===== src/hw/sldd_pkg.sv =====
// Constants for the low DRAM limit and SMM window decode block.
package sldd_pkg;

  // Configuration byte offsets.
  localparam logic [7:0] SLDD_OFS_LIMIT = 8'h9c;
  localparam logic [7:0] SLDD_OFS_SMMCTL = 8'h9d;

  // Reset values of the two bytes.
  localparam logic [7:0] SLDD_RST_LIMIT = 8'h08;
  localparam logic [7:0] SLDD_RST_SMMCTL = 8'h02;

  // Field positions of the low DRAM limit byte.
  localparam int SLDD_LIM_MSB = 7;
  localparam int SLDD_LIM_LSB = 3;
  localparam int SLDD_LIM_W = SLDD_LIM_MSB - SLDD_LIM_LSB + 1;
  localparam int SLDD_LIM_ADDR_LSB = 27;

  // Field positions of the SMM control byte.
  localparam int SLDD_BIT_OPEN = 6;
  localparam int SLDD_BIT_CLOSED = 5;
  localparam int SLDD_BIT_LOCK = 4;
  localparam int SLDD_BIT_GEN = 3;
  localparam logic [2:0] SLDD_BASE_SEG = 3'h2;
  localparam logic [SLDD_LIM_W-1:0] SLDD_LIM_MIN = 5'h01;

  // Compatible SMM window.
  localparam logic [31:0] SLDD_COMPAT_LO = 32'h000a0000;
  localparam logic [31:0] SLDD_COMPAT_HI = 32'h000bffff;

  // Extended segment size codes and sizes.
  localparam logic [1:0] SLDD_SZ_1M = 2'h0;
  localparam logic [1:0] SLDD_SZ_2M = 2'h1;
  localparam logic [1:0] SLDD_SZ_8M = 2'h2;
  localparam logic [1:0] SLDD_SZ_RSVD = 2'h3;
  localparam logic [31:0] SLDD_BYTES_1M = 32'h00100000;
  localparam logic [31:0] SLDD_BYTES_2M = 32'h00200000;
  localparam logic [31:0] SLDD_BYTES_8M = 32'h00800000;

endpackage : sldd_pkg


===== src/hw/sldd_cfg_if.sv =====
// Decode configuration carried from the register file to the decoder.
interface sldd_cfg_if;
  logic [sldd_pkg::SLDD_LIM_W-1:0] limit_field;
  logic global_en;
  logic open_bit;
  logic closed_bit;
  logic lock_bit;
  logic ext_en;
  logic [1:0] ext_size;
  logic high_en;

  modport regs (
    output limit_field, global_en, open_bit, closed_bit, lock_bit, ext_en, ext_size, high_en
  );
  modport dec (
    input limit_field, global_en, open_bit, closed_bit, lock_bit, ext_en, ext_size, high_en
  );
endinterface : sldd_cfg_if


===== src/hw/sldd_top.sv =====
// Register file and decode top for the low DRAM limit and SMM window.

// Notes on behaviour
// RULE_01: Limit byte bits 7:3 hold address bits 31:27; field resets to 01h.
// RULE_02: Low limit bits are zero; addresses strictly below the limit go to DRAM.
// RULE_03: Software programs the limit to min of memory+1 and lowest PCI address.
// RULE_04: A zero limit field means 128 MB, same as value one.
// RULE_05: An enabled extended segment takes 1, 2 or 8 MB below the limit.
// RULE_06: The extended segment ends immediately below the limit address.
// RULE_07: Open, closed and lock act only while global SMM RAM enable is set.
// RULE_08: Software clears the open bit before setting the lock bit.
// RULE_09: Open set and lock clear makes SMM DRAM visible to non-SMM requests.
// RULE_10: Software never sets open and closed together.
// RULE_11: Closed refuses data references to the SMM window; code fetches still pass.
// RULE_12: Closed affects only the compatible window, not the extended segment.
// RULE_13: Writing lock clears open and freezes lock, open, segment and enable controls.
// RULE_14: Lock is set by a write and cleared only by full reset.
// RULE_15: Global enable exposes the 128 KB window to SMM requests; frozen by lock.
// RULE_16: Base segment reads 010; refused window accesses go to the hub link.
// RULE_17: Size code 00 is 1 MB, 01 is 2 MB, 10 is 8 MB; 11 reserved.
// RULE_18: Limit bits 2:0 and control bit 7 read zero and ignore writes.
module sldd_top
(
  // Clock, reset, enable
  input wire logic core_clk_i,
  input wire logic reset_i,
  input wire logic ce_i,
  // Configuration byte access
  input wire logic cfg_wr_i,
  input wire logic cfg_rd_i,
  input wire logic [7:0] cfg_addr_i,
  input wire logic [7:0] cfg_wdata_i,
  output logic [7:0] cfg_rdata_o,
  output logic cfg_rvalid_o,
  // Extended segment controls from the neighbouring control register
  input wire logic ext_seg_en_i,
  input wire logic [1:0] ext_seg_size_i,
  input wire logic high_smm_en_i,
  // Host request
  input wire logic req_valid_i,
  input wire logic [31:0] req_addr_i,
  input wire logic req_smm_i,
  input wire logic req_code_i,
  // Routing answer
  output logic rsp_valid_o,
  output logic rsp_to_dram_o,
  output logic rsp_to_hub_o,
  // Live control state
  output logic smm_lock_o,
  output logic [sldd_pkg::SLDD_LIM_W-1:0] limit_field_o
);
  import sldd_pkg::*;

  sldd_cfg_if cfg_if ();

  logic [SLDD_LIM_W-1:0] limit_q;
  logic open_q;
  logic closed_q;
  logic lock_q;
  logic gen_q;
  logic ext_en_q;
  logic [1:0] ext_size_q;
  logic high_en_q;
  logic wr_limit;
  logic wr_smm;
  logic [7:0] rdata_d;
  logic [7:0] rd_addr_q;

  assign wr_limit = ce_i && cfg_wr_i && (cfg_addr_i == SLDD_OFS_LIMIT);
  assign wr_smm = ce_i && cfg_wr_i && (cfg_addr_i == SLDD_OFS_SMMCTL);

  // Low DRAM limit byte.
  always_ff @(posedge core_clk_i or posedge reset_i)
  begin
    if (reset_i)
    begin
      limit_q <= SLDD_RST_LIMIT[SLDD_LIM_MSB:SLDD_LIM_LSB]; // RULE_01
    end
    else if (wr_limit)
    begin
      limit_q <= cfg_wdata_i[SLDD_LIM_MSB:SLDD_LIM_LSB]; // RULE_01 RULE_18
    end
  end

  // Lock: set by a write, cleared only by reset. A lock write while the global
  // enable is clear, and stays clear, leaves lock clear but still forces open low.
  always_ff @(posedge core_clk_i or posedge reset_i)
  begin
    if (reset_i)
    begin
      lock_q <= SLDD_RST_SMMCTL[SLDD_BIT_LOCK]; // RULE_14
    end
    else if (wr_smm && !lock_q && cfg_wdata_i[SLDD_BIT_LOCK] &&
             (gen_q || cfg_wdata_i[SLDD_BIT_GEN]))
    begin
      lock_q <= 1'b1; // RULE_07 RULE_14
    end
  end

  // Open, global enable: writable until locked; lock forces open low.
  always_ff @(posedge core_clk_i or posedge reset_i)
  begin
    if (reset_i)
    begin
      open_q <= SLDD_RST_SMMCTL[SLDD_BIT_OPEN];
      gen_q <= SLDD_RST_SMMCTL[SLDD_BIT_GEN];
    end
    else if (wr_smm && !lock_q)
    begin
      open_q <= cfg_wdata_i[SLDD_BIT_OPEN] && !cfg_wdata_i[SLDD_BIT_LOCK]; // RULE_13
      gen_q <= cfg_wdata_i[SLDD_BIT_GEN]; // RULE_15
    end
  end

  // Closed stays writable after lock so SMM code can still toggle it.
  always_ff @(posedge core_clk_i or posedge reset_i)
  begin
    if (reset_i)
    begin
      closed_q <= SLDD_RST_SMMCTL[SLDD_BIT_CLOSED];
    end
    else if (wr_smm)
    begin
      closed_q <= cfg_wdata_i[SLDD_BIT_CLOSED]; // RULE_11
    end
  end

  // Extended segment controls follow their inputs until lock, then freeze.
  always_ff @(posedge core_clk_i or posedge reset_i)
  begin
    if (reset_i)
    begin
      ext_en_q <= 1'b0;
      ext_size_q <= SLDD_SZ_1M;
      high_en_q <= 1'b0;
    end
    else if (ce_i && !lock_q)
    begin
      ext_en_q <= ext_seg_en_i; // RULE_13
      ext_size_q <= ext_seg_size_i; // RULE_13
      high_en_q <= high_smm_en_i; // RULE_13
    end
  end

  // Read mux; reserved bits are zero and unmapped offsets read zero.
  always_comb
  begin
    rdata_d = '0;
    if (cfg_addr_i == SLDD_OFS_LIMIT)
    begin
      rdata_d[SLDD_LIM_MSB:SLDD_LIM_LSB] = limit_q; // RULE_18
    end
    else if (cfg_addr_i == SLDD_OFS_SMMCTL)
    begin
      rdata_d[SLDD_BIT_OPEN] = open_q;
      rdata_d[SLDD_BIT_CLOSED] = closed_q;
      rdata_d[SLDD_BIT_LOCK] = lock_q;
      rdata_d[SLDD_BIT_GEN] = gen_q;
      rdata_d[2:0] = SLDD_BASE_SEG; // RULE_16
    end
  end

  always_ff @(posedge core_clk_i or posedge reset_i)
  begin
    if (reset_i)
    begin
      cfg_rdata_o <= '0;
      cfg_rvalid_o <= 1'b0;
      rd_addr_q <= '0;
    end
    else if (ce_i)
    begin
      cfg_rvalid_o <= cfg_rd_i;
      if (cfg_rd_i)
      begin
        cfg_rdata_o <= rdata_d;
        rd_addr_q <= cfg_addr_i;
      end
    end
  end

  always_ff @(posedge core_clk_i or posedge reset_i)
  begin
    if (reset_i)
    begin
      smm_lock_o <= 1'b0;
      limit_field_o <= SLDD_RST_LIMIT[SLDD_LIM_MSB:SLDD_LIM_LSB];
    end
    else if (ce_i)
    begin
      smm_lock_o <= lock_q;
      limit_field_o <= limit_q;
    end
  end

  // Open, closed and lock are gated by the global enable in the decoder.
  assign cfg_if.limit_field = limit_q;
  assign cfg_if.global_en = gen_q;
  assign cfg_if.open_bit = open_q;
  assign cfg_if.closed_bit = closed_q;
  assign cfg_if.lock_bit = lock_q;
  assign cfg_if.ext_en = ext_en_q;
  assign cfg_if.ext_size = ext_size_q;
  assign cfg_if.high_en = high_en_q;

  sldd_decode u_decode (
    .core_clk_i(core_clk_i),
    .reset_i(reset_i),
    .ce_i(ce_i),
    .cfg(cfg_if.dec),
    .req_valid_i(req_valid_i),
    .req_addr_i(req_addr_i),
    .req_smm_i(req_smm_i),
    .req_code_i(req_code_i),
    .rsp_valid_o(rsp_valid_o),
    .rsp_to_dram_o(rsp_to_dram_o),
    .rsp_to_hub_o(rsp_to_hub_o)
  );

  // Helper terms for the checks below.
  logic [31:0] lim_addr_chk;
  logic compat_chk;
  assign lim_addr_chk = {((limit_q == '0) ? SLDD_LIM_MIN : limit_q), 27'h0000000};
  assign compat_chk = (req_addr_i >= SLDD_COMPAT_LO) && (req_addr_i <= SLDD_COMPAT_HI);
  // The top megabyte below the limit lies inside every legal segment size.
  logic top_mb_chk;
  assign top_mb_chk = (req_addr_i >= lim_addr_chk - SLDD_BYTES_1M) &&
                      (req_addr_i < lim_addr_chk);

  a_lock_sticky: assert property (@(posedge core_clk_i) disable iff (reset_i) // RULE_14
    lock_q |=> lock_q)
    else $error("Lock bit cleared without reset.");

  a_lock_open_low: assert property (@(posedge core_clk_i) disable iff (reset_i) // RULE_13
    wr_smm && cfg_wdata_i[SLDD_BIT_LOCK] && gen_q |=> lock_q && !open_q)
    else $error("Lock write left open set.");

  a_locked_frozen: assert property (@(posedge core_clk_i) disable iff (reset_i) // RULE_13
    lock_q |=> $stable(gen_q) && $stable(ext_size_q) && $stable(ext_en_q) && !open_q)
    else $error("Locked control changed.");

  a_limit_write: assert property (@(posedge core_clk_i) disable iff (reset_i) // RULE_01
    wr_limit |=> limit_q == $past(cfg_wdata_i[SLDD_LIM_MSB:SLDD_LIM_LSB]))
    else $error("Limit write not stored.");

  a_reserved_zero: assert property (@(posedge core_clk_i) disable iff (reset_i) // RULE_18
    cfg_rvalid_o && (rd_addr_q == SLDD_OFS_LIMIT) |-> cfg_rdata_o[2:0] == 3'h0)
    else $error("Limit reserved bits not zero.");

  a_base_seg_read: assert property (@(posedge core_clk_i) disable iff (reset_i) // RULE_16
    cfg_rvalid_o && (rd_addr_q == SLDD_OFS_SMMCTL) |->
      cfg_rdata_o[2:0] == SLDD_BASE_SEG && !cfg_rdata_o[7])
    else $error("Control byte fixed bits wrong.");

  a_above_limit: assert property (@(posedge core_clk_i) disable iff (reset_i) // RULE_02
    ce_i && req_valid_i && (req_addr_i >= lim_addr_chk) |=> rsp_valid_o && rsp_to_hub_o)
    else $error("Address above limit sent to DRAM.");

  a_closed_data: assert property (@(posedge core_clk_i) disable iff (reset_i) // RULE_11
    ce_i && req_valid_i && compat_chk && gen_q && closed_q && !req_code_i &&
      !(open_q && !lock_q) |=> rsp_to_hub_o)
    else $error("Data reference passed a closed window.");

  a_open_visible: assert property (@(posedge core_clk_i) disable iff (reset_i) // RULE_09
    ce_i && req_valid_i && compat_chk && gen_q && open_q && !lock_q |=> rsp_to_dram_o)
    else $error("Open window not visible.");

  a_no_global: assert property (@(posedge core_clk_i) disable iff (reset_i) // RULE_07
    ce_i && req_valid_i && compat_chk && !gen_q |=> rsp_to_hub_o)
    else $error("Window reached without global enable.");

  a_closed_writable: assert property (@(posedge core_clk_i) disable iff (reset_i) // RULE_11
    wr_smm |=> closed_q == $past(cfg_wdata_i[SLDD_BIT_CLOSED]))
    else $error("Closed bit write not stored.");

  a_high_frozen: assert property (@(posedge core_clk_i) disable iff (reset_i) // RULE_13
    lock_q |=> $stable(high_en_q))
    else $error("High enable changed after lock.");

  a_ce_freeze: assert property (@(posedge core_clk_i) disable iff (reset_i)
    !ce_i |=> $stable(limit_q) && $stable(lock_q) && $stable(open_q) && $stable(gen_q) &&
      $stable(closed_q) && $stable(cfg_rvalid_o) && $stable(rsp_valid_o))
    else $error("State moved while the clock enable was low.");

  a_rd_answer: assert property (@(posedge core_clk_i) disable iff (reset_i)
    ce_i && cfg_rd_i |=> cfg_rvalid_o)
    else $error("Read strobe got no answer.");

  a_rsp_onehot: assert property (@(posedge core_clk_i) disable iff (reset_i) // RULE_16
    (rsp_valid_o == (rsp_to_dram_o || rsp_to_hub_o)) && !(rsp_to_dram_o && rsp_to_hub_o))
    else $error("Routing answer not one-hot.");

  a_ext_nonsmm_hub: assert property (@(posedge core_clk_i) disable iff (reset_i) // RULE_05
    ce_i && req_valid_i && top_mb_chk && gen_q && ext_en_q && (ext_size_q != SLDD_SZ_RSVD) &&
      !req_smm_i && !(open_q && !lock_q) |=> rsp_to_hub_o)
    else $error("Non-SMM request reached the extended segment.");

  a_ext_smm_dram: assert property (@(posedge core_clk_i) disable iff (reset_i) // RULE_06 RULE_12
    ce_i && req_valid_i && top_mb_chk && gen_q && ext_en_q && (ext_size_q != SLDD_SZ_RSVD) &&
      req_smm_i |=> rsp_to_dram_o)
    else $error("SMM request refused by the extended segment.");

  a_ext_off_dram: assert property (@(posedge core_clk_i) disable iff (reset_i) // RULE_15
    ce_i && req_valid_i && top_mb_chk && !gen_q |=> rsp_to_dram_o)
    else $error("Segment claimed without global enable.");

  a_zero_limit: assert property (@(posedge core_clk_i) disable iff (reset_i) // RULE_04
    ce_i && req_valid_i && (limit_q == '0) && (req_addr_i[31:SLDD_LIM_ADDR_LSB] == '0) &&
      !compat_chk && !(gen_q && ext_en_q) |=> rsp_to_dram_o)
    else $error("Zero limit did not keep the minimum memory.");

endmodule // sldd_top


===== src/hw/sldd_decode.sv =====
// Host address decoder steering each request to DRAM or to the hub link.
module sldd_decode
  import sldd_pkg::*;
(
  // Clock, reset, enable
  input wire logic core_clk_i,
  input wire logic reset_i,
  input wire logic ce_i,
  // Configuration
  sldd_cfg_if.dec cfg,
  // Request
  input wire logic req_valid_i,
  input wire logic [31:0] req_addr_i,
  input wire logic req_smm_i,
  input wire logic req_code_i,
  // Routing answer
  output logic rsp_valid_o,
  output logic rsp_to_dram_o,
  output logic rsp_to_hub_o
);
  import sldd_pkg::*;

  // Inclusive range check, used for both protected regions.
  function automatic logic in_range(input logic [31:0] a, input logic [31:0] lo,
                                    input logic [31:0] hi);
    in_range = (a >= lo) && (a <= hi);
  endfunction

  logic [SLDD_LIM_W-1:0] lim_eff;
  logic [31:0] limit_addr;
  logic [31:0] seg_bytes;
  logic ext_active;
  logic in_compat;
  logic in_ext;
  logic open_eff;
  logic compat_ok;
  logic ext_ok;
  logic to_dram_d;

  always_comb
  begin
    // A zero field means the same 128 MB minimum as the value one.
    lim_eff = (cfg.limit_field == '0) ? SLDD_LIM_MIN : cfg.limit_field; // RULE_04
    limit_addr = {lim_eff, 27'h0000000}; // RULE_01 RULE_02
    case (cfg.ext_size) // RULE_17
      SLDD_SZ_1M: seg_bytes = SLDD_BYTES_1M;
      SLDD_SZ_2M: seg_bytes = SLDD_BYTES_2M;
      SLDD_SZ_8M: seg_bytes = SLDD_BYTES_8M;
      default: seg_bytes = '0;
    endcase
    // The reserved size code leaves the segment off rather than guessing a size.
    ext_active = cfg.global_en && cfg.ext_en && (cfg.ext_size != SLDD_SZ_RSVD); // RULE_15
    // The segment ends one byte below the limit.
    in_ext = ext_active && in_range(req_addr_i, limit_addr - seg_bytes,
                                    limit_addr - 32'h00000001); // RULE_05 RULE_06
    in_compat = in_range(req_addr_i, SLDD_COMPAT_LO, SLDD_COMPAT_HI); // RULE_16
    open_eff = cfg.global_en && cfg.open_bit && !cfg.lock_bit; // RULE_07 RULE_09
    compat_ok = cfg.global_en &&
                (open_eff || (req_smm_i && !(cfg.closed_bit && !req_code_i))); // RULE_11 RULE_15
    ext_ok = open_eff || req_smm_i; // RULE_12
    if (in_compat)
    begin
      to_dram_d = compat_ok; // RULE_16
    end
    else if (in_ext)
    begin
      to_dram_d = ext_ok;
    end
    else
    begin
      to_dram_d = req_addr_i < limit_addr; // RULE_02
    end
  end

  always_ff @(posedge core_clk_i or posedge reset_i)
  begin
    if (reset_i)
    begin
      rsp_valid_o <= 1'b0;
      rsp_to_dram_o <= 1'b0;
      rsp_to_hub_o <= 1'b0;
    end
    else if (ce_i)
    begin
      rsp_valid_o <= req_valid_i;
      rsp_to_dram_o <= req_valid_i && to_dram_d;
      rsp_to_hub_o <= req_valid_i && !to_dram_d;
    end
  end

endmodule // sldd_decode


===== config.mk =====
export PLATFORM = sky130hd
export DESIGN_NAME = sldd_top
export DESIGN_NICKNAME = d
export VERILOG_FILES = /design/src/hw/sldd_pkg.sv /design/src/hw/sldd_cfg_if.sv /design/src/hw/sldd_top.sv /design/src/hw/sldd_decode.sv
export SDC_FILE = /design/constraint.sdc
export NUM_CORES = 1
export LEC_CHECK = 0
export BUFFER_PORTS_ARGS = -buffer_cell sky130_fd_sc_hd__buf_2
export CAP_MARGIN = 20
export CORE_UTILIZATION = 54
export CTS_CLUSTER_DIAMETER = 50
export DETAILED_ROUTE_END_ITERATION = 6
export GPL_ROUTABILITY_DRIVEN = 0
export PLACE_DENSITY = 0.86
export SKIP_LAST_GASP = 1
export SLEW_MARGIN = 10
export SYNTH_ARGS = -nofsm -noshare
export SYNTH_HDL_FRONTEND = slang
export SYNTH_HIERARCHICAL = 1
export SYNTH_SLANG_ARGS = --single-unit

===== constraint.sdc =====
create_clock -name core_clk_i -period 6.4 [get_ports core_clk_i]
set_clock_uncertainty 0.15 [all_clocks]
set_input_delay 1.28 -clock core_clk_i [delete_from_list [all_inputs] [get_ports core_clk_i]]
set_output_delay 1.28 -clock core_clk_i [all_outputs]
set_load 0.01 [all_outputs]

-- Word level (Yosys, flattened, before mapping)
Index checks and enable logic that the tools add are counted.
- register bits: 30
- word-level logic and storage cells: 65
- output and inout port bits: 18
- magnitude comparators: 5
- muxes and demuxes: 8
- eq/ne operators: 5
- reduce and logical (&&, ||, !) cells: 31
- add/subtract/negate cells: 2
- operators by type and width (cell ; number):
    one-hot mux 24 bit (3 select lines) ; 1
    greater-or-equal comparator 32 x 20 -> 1 bit (second input constant) ; 1
    greater-or-equal comparator 32 bit ; 1
    less-or-equal comparator 32 x 20 -> 1 bit (second input constant) ; 1
    less-or-equal comparator 32 bit ; 1
    less-than comparator 32 bit ; 1
    subtractor 32 x 1 -> 32 bit (second input constant) ; 1
    subtractor 32 x 24 -> 32 bit ; 1
    logical AND 1 bit ; 20
    equality test 8 bit (second input constant) ; 2
    2-to-1 mux 7 bit ; 1
    logical NOT 1 bit ; 5
    logical NOT 5 bit ; 1
    2-to-1 mux 5 bit ; 1
    2-to-1 mux 4 bit ; 1
    logical OR 1 bit ; 3
    2-to-1 mux 1 bit ; 3
    2-to-1 mux 3 bit ; 1
    equality test 2 x 1 -> 1 bit (second input constant) ; 1
    equality test 2 bit (second input constant) ; 1
    logical NOT 2 bit ; 1
    != test 2 bit (second input constant) ; 1
    AND reduction 2 bit ; 1

-- Depth between registers and ports, before layout
- depth in word-level cells: 10
- mapped depth: 15
- gate-level depth less buffers: 15

-- Cells and area by module
The synthesis kept the hierarchy.
- modules (own cells, without submodules) (module ; cells an instance ; times used ; sequential area each (um^2) ; area each (um^2)):
    sldd_top ; 83 ; 1 ; 653.1 ; 1126.1
    sldd_decode ; 122 ; 1 ; 75.1 ; 1028.5

-- Worst setup path after synthesis
Ideal clock, no wire load.
- path type: register to register
- from: register limit_q[2] (netlist: cfg_if.limit_field[2])
- to: register u_decode.rsp_to_hub_o
- path buffers: 0
- setup time: 0.066 ns
- data required time: 6.184 ns
- cell stages (with the launch flop): 16
- arrival time: 2.744 ns
- path slack: 3.440 ns
- clock period less this slack: 2.960 ns
- cells stage by stage: dfrtp_1 > inv_1 > a41o_1 > inv_1 > ha_1 > nand3_1 > a21oi_1 > xnor2_1 > ha_1 > nand4_1 > nor2_1 > a221oi_1 > o21ai_1 > o211ai_2 > mux2i_1 > a41o_1
- longest elaborated chain between the ends: 10
- elaborated cells between the ends (all ways): 13
- RTL lines (element ; line ; source):
    start, declared ; sldd_top.sv:56 ; logic [SLDD_LIM_W-1:0] limit_q;
    start signal, assigned ; sldd_top.sv:77 ; limit_q <= SLDD_RST_LIMIT[SLDD_LIM_MSB:SLDD_LIM_LSB];
    start signal, assigned ; sldd_top.sv:81 ; limit_q <= cfg_wdata_i[SLDD_LIM_MSB:SLDD_LIM_LSB];
    logical NOT 5 bit ; -- ;
    2-to-1 mux 5 bit (*) ; sldd_decode.sv:43 ; lim_eff = (cfg.limit_field == '0) ? SLDD_LIM_MIN : cfg.limit_field;
    subtractor 32 x 24 -> 32 bit or subtractor 32 x 1 -> 32 bit (tied branches) ; sldd_decode.sv:54, sldd_decode.sv:55 ;
    greater-or-equal comparator 32 bit or less-or-equal comparator 32 bit (tied branches) ; sldd_decode.sv:26 ; in_range = (a >= lo) && (a <= hi);
    logical AND 1 bit ; sldd_decode.sv:26 ;
    logical AND 1 bit ; sldd_decode.sv:54 ; in_ext = ext_active && in_range(req_addr_i, limit_addr - seg_bytes,
    2-to-1 mux 1 bit (*) ; sldd_decode.sv:65 ; else if (in_ext)
    2-to-1 mux 1 bit (*) ; sldd_decode.sv:61 ; if (in_compat)
    logical NOT 1 bit (*) ; sldd_decode.sv:87 ; rsp_to_hub_o <= req_valid_i && !to_dram_d;
    logical AND 1 bit (*) ; sldd_decode.sv:87 ;
    end signal, assigned ; sldd_decode.sv:87 ;
    end, declared ; sldd_decode.sv:19 ; output logic rsp_to_hub_o
Every way passes the cells marked *; elsewhere a longest branch is shown, timed or not.
A chain may end at the register's enable or synchronous reset.

-- Worst setup path after layout
Ends and elaborated chain as after synthesis.

==> out/summary.txt <==
Hold Path End -> cfg_rdata_o[5]
IO Count -> 78
Hold Crit Class -> register to register
Flop pwr share -> 0.473
Initial antenna violation count -> 0
Slew @ Worst Pin -> 0.922 ns
CP endpoint kind -> register
CTS tree -> done
Synthesized instance count -> 203
Die X -> 64.6 µm
Setup WS pre-CTS -> 3.01 ns
Syn Area/Cell -> 10.4 µm²
Worst path cell trace -> inv_1, a41o_1, inv_1, ha_1, nand3_1, a21oi_1, xnor2_1, ha_1, nand4_1, nor2_1, a221oi_1, o21ai_1, o211ai_2, mux2i_1, a41o_1
Crit path launch type -> register
CTS Buffer Depth -> 2
Worst-path clk slew -> 0.10 ns
Leakage -> 1.30 nW
Reg2reg end -> u_decode/rsp_to_hub_o
Port Buffers -> 71
Slowest cell on the critical path -> dfrtp_1
CTS sink count -> 28
Clock Latency Late Sink -> 0.28 ns
Setup CP Type -> register to register
Final worst slack -> 2.98 ns
H-Tree Depth -> 1
First-pass GRT wire length -> 8.26 mm
Worst r2r src -> cfg_if.limit_field[2]
Max Freq -> 292 MHz
CP Data Arrival Time -> 3.49 ns
Most frequent cells in the layout -> buf_2 (71), ha_1 (29), dfrtp_1 (26), mux2_2 (16)
Core ar. -> 3720 µm²
Max Fanout on Critical Path -> 7
Sw Ratio -> 0.296
Net Switching -> 0.119 mW
Kind of cell adding the most delay to the critical path -> compound AO/OA/AOI/OAI gates
Post-CTS resize count -> 0
1st-iter DRT viols -> 60
Sum of negative setup slack -> 0 ns
Die height -> 64.6 µm
Count of pins over their slew limit -> 0
Post-CTS Hold Buffers -> 0
Fin crit period -> 3.42 ns
1st-pass router iterations -> 4
Internal power -> 0.282 mW
Status -> finished clean
Combinational power share -> 0.283
Final Core Density -> 0.688
WL final -> 4.93 mm
Root buffer cell -> clkbuf_8
WL per Instance -> 15.3 µm
Hold-critical path depth -> 2
Diode count -> 0
Design Power -> 0.401 mW
Hold_sp -> cfg_rdata_o[5]
Final setup fails -> 0
Synth-to-Final Area Change -> 20.7%
R2R depth -> 15
DRT antenna net count -> 0
WHS -> 0.349 ns
Clock power share -> 0.243
NumNets Final -> 365
Initial Utilization -> 0.570
# rows -> 22
Die area -> 4180 µm²
RSZ-0062 raised after global routing -> false
Post-CTS setup buffers -> 0
R2R Setup Slk -> 2.98 ns
Pwr dens -> 157 nW/µm²
WP data required -> 6.47 ns
Fin crit share -> 0.534
CTS Buf Count -> 3
Hold Vio Cnt, Final -> 0
Gr usage total -> 0.255
Max-cap violations -> 0
Synth Cell Area -> 2120 µm²
Synth Warn # -> 6
Vias -> 1814
Vias in the first global route -> 1732
Max_slew headroom -> 0.385
Critical path buffer and inverter count -> 2
DR vias/cell -> 5.62
GR Overflow Total -> 0
Peak VDD IR -> 0.181 mV
Most common cell after layout, fill and taps aside -> buf_2
Residual DRC -> 0
Layout cells sized above 1 -> 0.364
DP HPWL -> 3.95 mm
Slowest stage delay, CP -> 0.51 ns
Largest net degree at the start of global routing -> 26
-- cell type report --
type | instances | area [µm²]
multi-input cells | 157 | 1340
fillers | 311 | 1160
flip-flops and latches | 28 | 703
repair buffers | 71 | 355
well taps | 48 | 60.1
inverters | 15 | 56.3
clock buffers | 4 | 45.0
-- sequential cells by signal (all words and copies together) (netlist names) --
| name | flops |
|---|---|
| cfg_rdata_o | 6 |
| cfg_if.limit_field | 5 |
| limit_field_o | 5 |
| cfg_if.ext_size | 2 |
| cfg_if.closed_bit | 1 |
| cfg_if.ext_en | 1 |
| cfg_if.global_en | 1 |
| cfg_if.lock_bit | 1 |
| cfg_if.open_bit | 1 |
| cfg_rvalid_o | 1 |
| smm_lock_o | 1 |
| u_decode/rsp_to_dram_o | 1 |
| u_decode/rsp_to_hub_o | 1 |
| u_decode/rsp_valid_o | 1 |
-- routing by layer --
metal  up-vias  GRT usage  part of all wire
met5         -          0                 0
met4         0     0.0583             0.013
met3         8     0.0475             0.041
met2        46      0.433              0.50
met1       863      0.334              0.44
li1        897          -                 -
-- worst max-delay path by stage --
| stage | startpoint | to | slack, ns | cells after the start |
|---|---|---|---|---|
| after detailed placement | cfg_if.limit_field[2] | u_decode/rsp_to_hub_o | 3.01 | 15 |
| after floorplan | cfg_if.limit_field[2] | u_decode/rsp_to_hub_o | 3.44 | 15 |
| final | cfg_if.limit_field[2] | u_decode/rsp_to_hub_o | 2.98 | 15 |
| after CTS | cfg_if.limit_field[2] | u_decode/rsp_to_hub_o | 2.99 | 15 |
| after global placement | cfg_if.limit_field[2] | u_decode/rsp_to_hub_o | 3.07 | 15 |
| after global routing | cfg_if.limit_field[2] | u_decode/rsp_to_dram_o | 2.73 | 15 |
-- per-stage QoR --
| step | cell area, µm² | cells |
|---|---|---|
| after floorplan | 2120 | 204 |
| after global placement | 2510 | 319 |
| after detailed placement | 2510 | 319 |
| after CTS | 2560 | 323 |
| after global routing | 2560 | 323 |
| final | 2560 | 323 |
-- worst register-to-register path: stages (launching register included) --
cell      delay [ns]
dfrtp_1         0.51
inv_1           0.15
a41o_1          0.31
inv_1           0.14
ha_1            0.23
nand3_1         0.13
a21oi_1         0.17
xnor2_1         0.14
ha_1            0.26
nand4_1         0.12
nor2_1          0.07
a221oi_1        0.23
o21ai_1         0.12
o211ai_2        0.16
mux2i_1         0.29
a41o_1          0.20
-- power by group through the flow --
stage | combinational [mW] | clock (mW) | sequential (mW)
after floorplan | 0.0682 | 0 | 0.194
after global placement | 0.108 | 0 | 0.193
after detailed placement | 0.113 | 0 | 0.193
after CTS | 0.114 | 0.0984 | 0.190
after global routing | 0.128 | 0.105 | 0.191
final | 0.114 | 0.0975 | 0.190
(Power assumes the default switching activity.)
